**config.mk**
```make
export PLATFORM = sky130hd
export DESIGN_NAME = pss_top
export DESIGN_NICKNAME = d
export VERILOG_FILES = /design/src/logic/pss_pkg.sv /design/src/logic/pss_top.sv
export SDC_FILE = /design/constraint.sdc
export NUM_CORES = 1
export LEC_CHECK = 0
export BUFFER_PORTS_ARGS = -buffer_cell sky130_fd_sc_hd__clkbuf_2
export CAP_MARGIN = 20
export CORE_MARGIN = 2
export CORE_UTILIZATION = 45
export CTS_BUF_LIST = sky130_fd_sc_hd__clkbuf_8
export DETAILED_ROUTE_END_ITERATION = 6
export GPL_ROUTABILITY_DRIVEN = 0
export GPL_TIMING_DRIVEN = 0
export PLACE_DENSITY = 0.73
export SLEW_MARGIN = 40
export SYNTH_ARGS = -nofsm -noshare
export SYNTH_HDL_FRONTEND = slang
export SYNTH_SLANG_ARGS = --single-unit
```
**constraint.sdc**
```tcl
create_clock -name ref_clk -period 9.5 [get_ports ref_clk]
set_input_delay 0.95 -clock ref_clk [delete_from_list [all_inputs] [get_ports ref_clk]]
set_output_delay 0.95 -clock ref_clk [all_outputs]
set_load 0.05 [all_outputs]
```
**src/logic/pss_pkg.sv**
```systemverilog
// Constants and carrier types for the PHY status summary register bank.
// Assumes one 10 MHz clock domain shared by the bus and every flag source.
package pss_pkg;

    // Register indices as numbered in the map; byte address is index * 4
    localparam logic [7:0] IDX_SUMMARY   = 8'h10;
    localparam logic [7:0] IDX_FC_CNT    = 8'h14;
    localparam logic [7:0] IDX_RXERR_CNT = 8'h15;
    localparam int         ADDR_W        = 8;
    localparam logic [7:0] ADDR_SUMMARY   = {IDX_SUMMARY[5:0], 2'b00};
    localparam logic [7:0] ADDR_FC_CNT    = {IDX_FC_CNT[5:0], 2'b00};
    localparam logic [7:0] ADDR_RXERR_CNT = {IDX_RXERR_CNT[5:0], 2'b00};

    // Summary register field positions
    localparam int BIT_RXERR_LATCH = 13;
    localparam int BIT_POLARITY    = 12;
    localparam int BIT_FC_LATCH    = 11;
    localparam int BIT_SIG_DETECT  = 10;
    localparam int BIT_DESCR_LOCK  = 9;
    localparam int BIT_PAGE_RX     = 8;
    localparam int BIT_RSV7        = 7;
    localparam int BIT_REMOTE_FLT  = 6;
    localparam int BIT_JABBER      = 5;
    localparam int BIT_AN_DONE     = 4;
    localparam int BIT_LOOPBACK    = 3;
    localparam int BIT_DUPLEX      = 2;
    localparam int BIT_SPEED10     = 1;
    localparam int BIT_LINK        = 0;

    // Counter widths, limits and reset values
    localparam int         CNT_W     = 8;
    localparam logic [7:0] CNT_RESET = 8'h00;
    localparam logic [7:0] CNT_MAX   = 8'hFF;
    localparam logic [7:0] CNT_ONE   = 8'h01;

    // AXI4-Lite response codes
    localparam logic [1:0] RESP_OKAY   = 2'h0;
    localparam logic [1:0] RESP_SLVERR = 2'h2;

    // Flags and events from the neighbouring PHY blocks, all on ref_clk
    typedef struct packed {
        logic rx_err_event;       // One-cycle pulse per receive error
        logic rx_collision;       // Level, collision during the error
        logic false_carrier_event;
        logic polarity_inverted;  // Level from ten_mbps_status_reg bit 4
        logic sig_detect;         // Live 100 Mb/s signal detect
        logic descram_lock;       // Live 100 Mb/s descrambler lock
        logic page_received;      // Level from autoneg_expansion_reg
        logic remote_fault_event; // Pulse, partner reported remote fault
        logic basic_status_rd;    // Pulse, basic_mode_status_reg was read
        logic jabber;
        logic autoneg_complete;
        logic loopback;
        logic full_duplex;
        logic speed_10;
        logic link_up;
    } pss_src_t;

    // Whole state of the block
    typedef struct packed {
        logic             aw_have;
        logic [7:0]       aw_addr;
        logic             w_have;
        logic [31:0]      w_data;
        logic [3:0]       w_strb;
        logic             bvalid;
        logic [1:0]       bresp;
        logic             rvalid;
        logic [31:0]      rdata;
        logic [1:0]       rresp;
        logic [CNT_W-1:0] rxerr_cnt;
        logic [CNT_W-1:0] fc_cnt;
        logic             rxerr_latch;
        logic             fc_latch;
        logic             sig_det_ll;
        logic             lock_ll;
        logic             remote_flt;
    } pss_state_t;

endpackage : pss_pkg

```
**src/logic/pss_top.sv**
```systemverilog
// PHY status summary register bank with its two error counters.
// Assumes an AXI4-Lite master and flag sources on the same ref_clk.
// Summary of operation
// - Bits 15:14 read zero; writes to them are ignored.
// - Bit 13 latches high on any receive error since last counter read.
// - Bit 13 clears only on a read of the receive error counter.
// - Bit 12 mirrors the inverted-polarity flag of the 10 Mb/s status.
// - Polarity clears on its own register read, not on summary read.
// - Bit 11 latches high on any false carrier since last counter read.
// - Bit 11 clears only on a read of the false carrier counter.
// - Bit 10 is signal detect, latched low until the summary is read.
// - Bit 9 is descrambler lock, latched low until the summary is read.
// - Bit 8 mirrors page received; cleared by expansion register read only.
// - Bit 7 always reads zero; writes have no effect.
// - Bit 6 sets on partner remote fault; clears on basic status read or reset.
// - Bit 5 mirrors jabber detect; summary read does not clear it.
// - Bit 4 shows auto-negotiation complete.
// - Bit 3 shows loopback enabled.
// - Bit 2 shows resolved duplex, one for full.
// - Bit 1 shows resolved speed, one for 10 Mb/s.
// - Bit 0 mirrors link status; summary read does not clear it.
// - Receive error counter is 8 bits, clear on read, saturating, once per event outside a collision.
module pss_top
    import pss_pkg::*;
(
    input  wire logic               ref_clk,
    input  wire logic               rst,
    input  wire logic [ADDR_W-1:0]  s_axi_awaddr,
    input  wire logic               s_axi_awvalid,
    output logic                    s_axi_awready,
    input  wire logic [31:0]        s_axi_wdata,
    input  wire logic [3:0]         s_axi_wstrb,
    input  wire logic               s_axi_wvalid,
    output logic                    s_axi_wready,
    output logic [1:0]              s_axi_bresp,
    output logic                    s_axi_bvalid,
    input  wire logic               s_axi_bready,
    input  wire logic [ADDR_W-1:0]  s_axi_araddr,
    input  wire logic               s_axi_arvalid,
    output logic                    s_axi_arready,
    output logic [31:0]             s_axi_rdata,
    output logic [1:0]              s_axi_rresp,
    output logic                    s_axi_rvalid,
    input  wire logic               s_axi_rready,
    input  wire pss_src_t           src
);

    pss_state_t s_q;
    pss_state_t s_d;
    logic [15:0] summary;
    logic        rd_fire;
    logic        wr_fire;
    logic        rd_summary;
    logic        rd_rxerr;
    logic        rd_fc;
    logic        wr_rxerr;
    logic        wr_fc;

    // Handshake outputs straight from the holding flags
    assign s_axi_awready = !s_q.aw_have;
    assign s_axi_wready  = !s_q.w_have;
    assign s_axi_arready = !s_q.rvalid;
    assign s_axi_bvalid  = s_q.bvalid;
    assign s_axi_bresp   = s_q.bresp;
    assign s_axi_rvalid  = s_q.rvalid;
    assign s_axi_rdata   = s_q.rdata;
    assign s_axi_rresp   = s_q.rresp;

    // Bus decode; read side effects happen at the address handshake
    assign rd_fire    = s_axi_arvalid && !s_q.rvalid;
    assign wr_fire    = s_q.aw_have && s_q.w_have && !s_q.bvalid;
    assign rd_summary = rd_fire && (s_axi_araddr == ADDR_SUMMARY);
    assign rd_rxerr   = rd_fire && (s_axi_araddr == ADDR_RXERR_CNT);
    assign rd_fc      = rd_fire && (s_axi_araddr == ADDR_FC_CNT);
    assign wr_rxerr   = wr_fire && (s_q.aw_addr == ADDR_RXERR_CNT) && s_q.w_strb[0];
    assign wr_fc      = wr_fire && (s_q.aw_addr == ADDR_FC_CNT) && s_q.w_strb[0];

    // Summary image; mirrors are read live so their owners keep the clear
    always_comb begin
        summary                  = 16'h0000;
        summary[BIT_RXERR_LATCH] = s_q.rxerr_latch;
        summary[BIT_POLARITY]    = src.polarity_inverted;
        summary[BIT_FC_LATCH]    = s_q.fc_latch;
        summary[BIT_SIG_DETECT]  = s_q.sig_det_ll;
        summary[BIT_DESCR_LOCK]  = s_q.lock_ll;
        summary[BIT_PAGE_RX]     = src.page_received;
        summary[BIT_REMOTE_FLT]  = s_q.remote_flt;
        summary[BIT_JABBER]      = src.jabber;
        summary[BIT_AN_DONE]     = src.autoneg_complete;
        summary[BIT_LOOPBACK]    = src.loopback;
        summary[BIT_DUPLEX]      = src.full_duplex;
        summary[BIT_SPEED10]     = src.speed_10;
        summary[BIT_LINK]        = src.link_up;
    end

    // Next state of bus slave, counters and latches
    always_comb begin
        s_d = s_q;
        // Write address and data taken in either order
        if (s_axi_awvalid && !s_q.aw_have) begin
            s_d.aw_have = 1'b1;
            s_d.aw_addr = s_axi_awaddr;
        end
        if (s_axi_wvalid && !s_q.w_have) begin
            s_d.w_have = 1'b1;
            s_d.w_data = s_axi_wdata;
            s_d.w_strb = s_axi_wstrb;
        end
        if (s_q.bvalid && s_axi_bready) begin
            s_d.bvalid = 1'b0;
        end
        // Summary writes are accepted and dropped; it is read-only
        if (wr_fire) begin
            s_d.aw_have = 1'b0;
            s_d.w_have  = 1'b0;
            s_d.bvalid  = 1'b1;
            if ((s_q.aw_addr == ADDR_SUMMARY) || (s_q.aw_addr == ADDR_FC_CNT) ||
                (s_q.aw_addr == ADDR_RXERR_CNT)) begin
                s_d.bresp = RESP_OKAY;
            end else begin
                s_d.bresp = RESP_SLVERR;
            end
        end
        if (wr_rxerr) begin
            s_d.rxerr_cnt = s_q.w_data[CNT_W-1:0];
        end
        if (wr_fc) begin
            s_d.fc_cnt = s_q.w_data[CNT_W-1:0];
        end
        // Read answer
        if (s_q.rvalid && s_axi_rready) begin
            s_d.rvalid = 1'b0;
        end
        if (rd_fire) begin
            s_d.rvalid = 1'b1;
            s_d.rresp  = RESP_OKAY;
            s_d.rdata  = 32'h0000_0000;
            if (rd_summary) begin
                s_d.rdata = {16'h0000, summary};
            end else if (rd_rxerr) begin
                s_d.rdata = {24'h00_0000, s_q.rxerr_cnt};
                s_d.rxerr_cnt = CNT_RESET;
            end else if (rd_fc) begin
                s_d.rdata = {24'h00_0000, s_q.fc_cnt};
                s_d.fc_cnt = CNT_RESET;
            end else begin
                s_d.rresp = RESP_SLVERR;
            end
        end
        // Counters count after any clear, so a coincident event survives
        if (src.rx_err_event && !src.rx_collision && (s_d.rxerr_cnt != CNT_MAX)) begin
            s_d.rxerr_cnt = s_d.rxerr_cnt + CNT_ONE;
        end
        if (src.false_carrier_event && (s_d.fc_cnt != CNT_MAX)) begin
            s_d.fc_cnt = s_d.fc_cnt + CNT_ONE;
        end
        // Error latches: clear by counter read, set wins over clear
        if (rd_rxerr) begin
            s_d.rxerr_latch = 1'b0;
        end
        if (src.rx_err_event) begin
            s_d.rxerr_latch = 1'b1;
        end
        if (rd_fc) begin
            s_d.fc_latch = 1'b0;
        end
        if (src.false_carrier_event) begin
            s_d.fc_latch = 1'b1;
        end
        // Latched-low flags re-arm to the live level on a summary read
        if (rd_summary) begin
            s_d.sig_det_ll = src.sig_detect;
            s_d.lock_ll    = src.descram_lock;
        end else begin
            s_d.sig_det_ll = s_q.sig_det_ll && src.sig_detect;
            s_d.lock_ll    = s_q.lock_ll && src.descram_lock;
        end
        // Remote fault: basic status read clears, a new fault wins
        if (src.basic_status_rd) begin
            s_d.remote_flt = 1'b0;
        end
        if (src.remote_fault_event) begin
            s_d.remote_flt = 1'b1;
        end
    end

    // State register
    always_ff @(posedge ref_clk or posedge rst) begin
        if (rst) begin
            s_q <= '0;
        end else begin
            s_q <= s_d;
        end
    end
endmodule : pss_top

```
==> impl_results.md <==
* Worst Max-Slew Pin Slew at 0.653 ns
* CTS sink cnt at 58
* Area Growth Syn to Fin at 23.5%
* Crit path capture type: flop
* Die area at between 8000 and 9000 um^2
* Total Wirelength at 7.57 mm
* HPWL Detailed at 5.73 mm
* P_leak at 1.95 nW
* Crit-path max FO at 10
* Leading area contributor after synthesis: dfrtp_1
* Endpoints failing hold at 0
* CTS clk-pin slew, worst paths at 0.07 ns
* Cells after synthesis at around 350
* Slew headroom at 56.1%
* Largest stage delay, worst path at 0.48 ns
* Number of fill cells at 656
* Post-route ant nets at 0
* Clock skew at 0.00891 ns
* Worst R2R Start: s_q[97]$_DFFE_PP0P_
* Final setup fails at 0
* Clock latency on the worst-skew pair at 0.33 ns
* Min-Delay Startpoint: s_axi_rdata[5]$_DFFE_PP0N_
* Drt first pass iters at 4
* Gr usage total at 19.7%
* N_diodes at 0
* Largest family of logic cells by synthesized area: simple AND/OR/NAND/NOR gates
* CTS tree: built
* Critical Path Most Common Cell: a21oi_1
* WS Path Type: reg2reg
* Unique masters post-synth at 44
* Post-DR wirelength/cell at 13.6 um
* Top cell type's share of synthesized area at 43.9%
* Cts hold-fix bufs at 0
* FF+latch count, synth at 58
* RSZ-0062 raised after global routing: no
* GRT overflow at 0
* Crit path max-delay family: simple AND/OR/NAND/NOR gates
* Rows at 31
* Synth Cell Area at 3310 um^2
* Die Wd at between 80 and 90 um
* Worst path buffer plus inverter count at 2
* Core Region at 7180 um^2
* Vias at approximately 2,800
* F_max at roughly 270 MHz
* Final worst path period share at 38.4%
* Synth Area in Simple Gates at 21.3%
* Worst EP required at 9.72 ns
* Syn. warnings at 0
* CTS H-tree lvls at 3
* Worst min path class: reg2reg
* Initial antenna violation count at 0
* Port buffer count at 66
* Commonest non-fill, non-tap cell in the layout: clkbuf_2
* Worst path cell trace: or3_1, buf_2, nor4_4, buf_4, nand2_1, a21oi_1, ha_1, and4_1, nand4_1, mux2i_1, a21oi_1, mux2_2
* Clk root buf: clkbuf_8
* Design Power at 1.02 mW
* Vias in the first global route at roughly 2,700
* Die Span Y at 89.7 um
* Setup crit start: s_q[97]$_DFFE_PP0P_
* DRC at 0
* Syn Area/Cell at 9.34 um^2
* CTS Buf Count at 9
* Gates resized, CTS repair at 0
* Starting Density at 46.1%
* CP Launch Type: flop
* Post-CTS setup buffers at 0
* Register area share after synthesis at 43.9%
* First-pass GRT wire length at about 13 mm
* Final Net Count at roughly 530
* Max-cap violation count at 0
* Tmin final at 3.65 ns
* Arrival time at the worst endpoint at 3.88 ns
* Layout cells sized above 1 at 32.2%
* Maximum number of pins on one net before global-route repair at 35
* Post-Route Setup TNS at 0 ns
* Multiplexer share of the synthesized area at 10.6%
* Compound-Gate Fraction of Synth Area at roughly a tenth
* IO Count at 115
* Area contributors post-synth: dfrtp_1, buf_4, nand2_1
* Outcome: finished, final reports clean
* Via/cell ratio at 5.01
* Adder-Cell Fraction of Synth Area at 0.757%
* Initial DRC Count at 219
* Peak supply drop at roughly 0.15 mV
* Pins Over Slew Limit at 0
* Slowest stage cell, crit path: nor4_4
* P per Cell Area at ~250 nW/um^2
* Commonest non-fill, non-tap cells in the layout: clkbuf_2, nand2_1, dfrtp_1
* Clk buf depth at 2
* Xor/xnor cell area share of the yosys netlist at 2.65%
-- report_power, final --
| group | internal, mW | switching (mW) |
|---|---|---|
| clock | 0.159 | 0.0939 |
| combinational | 0.147 | 0.196 |
| sequential | 0.329 | 0.0966 |
| total | 0.634 | 0.386 |
-- per-layer routing --
layer / part of all wire (%) / track usage (%) / vias up
met4: 1.2 / 6.28 / 0
met3: 8.6 / 6.04 / 7
met1: 44 / 26.2 / 1290
li1: - / - / 1362
met5: 0 / 0 / -
met2: 46 / 31.0 / 120
-- cell families (layout without fill, tap and decap cells) --
logic type,Yosys count,after routing
compound gates,53,53
flops,58,58
xor+xnor,10,10
buf+inv,57,140
simple gates,141,141
other cells,1,20
fa+ha+maj,2,2
mux,32,32
-- sequential cells by signal (all words and copies together), names as in the netlist --
name          count
s_q              40
s_axi_rvalid      1
s_axi_rdata      14
s_axi_bvalid      1
s_axi_bresp       1
s_axi_rresp       1
-- through the flow --
step | setup WS [ns] | utilization, % | hold WS [ns] | instances | cell area [um^2]
6_report | 5.85 | 56.9 | 0.482 | 555 | 4080
4_1_cts | 5.87 | 56.9 | 0.484 | 555 | 4080
2_1_floorplan | 6.13 | - | 0.449 | 373 | 3380
3_5_place_dp | 5.61 | 53.9 | 0.469 | 540 | 3860
5_1_grt | 5.62 | 56.9 | 0.496 | 555 | 4080
3_3_place_gp | 5.65 | 53.4 | 0.462 | 538 | 3830
-- worst paths after layout --
kind / to / slack (ns) / depth (start not counted)
min in group asynchronous: s_axi_rdata[9]$_DFFE_PP0N_ / 0.57 / 2
max reg2reg: s_q[14]$_DFF_PP0_ / 5.85 / 12
min reg2reg: s_axi_rdata[5]$_DFFE_PP0N_ / 0.48 / 2
min: s_axi_rdata[5]$_DFFE_PP0N_ / 0.48 / 2
max in group asynchronous: s_q[66]$_DFFE_PP0P_ / 8.43 / 3
max: s_q[14]$_DFF_PP0_ / 5.85 / 12
-- Yosys cell counts, drive strengths merged --
master	number
o21ai	21
o21a	4
nand3b	3
conb	1
nor4	5
and2	2
a21oi	13
nor3	5
a31o	1
mux2i	12
nor4bb	1
mux2	20
o2111ai	1
a211oi	1
inv	7
nand4b	2
buf	40
clkbuf	10
or3	2
nor2	20
ha	2
a221oi	7
and3	9
o32a	1
or3b	1
nand2	65
xnor2	7
nor2b	4
nand3	11
nand2b	2
nand4bb	1
or4	1
a31oi	1
a21o	3
and4	1
xor2	3
nand4	6
dfrtp	58
-- layout make-up --
cell class,count,area (um^2),share of cell area (%)
Buffer,50,330,8.09
Clock buffer,11,151,3.71
Clock inverter,4,67.6,1.65
Inverter,7,28.8,0.705
Multi-Input combinational cell,258,1580,38.6
Sequential cell,58,1450,35.5
Tap cell,99,124,3.03
Timing Repair Buffer,68,355,8.70
-- worst min-delay path: cells and delay by family, from the launching register on --
kind | cells | cell delay (ns)
compound gates | 1 | 0.06
flops | 1 | 0.34
simple gates | 1 | 0.05
(Power assumes the default switching activity.)
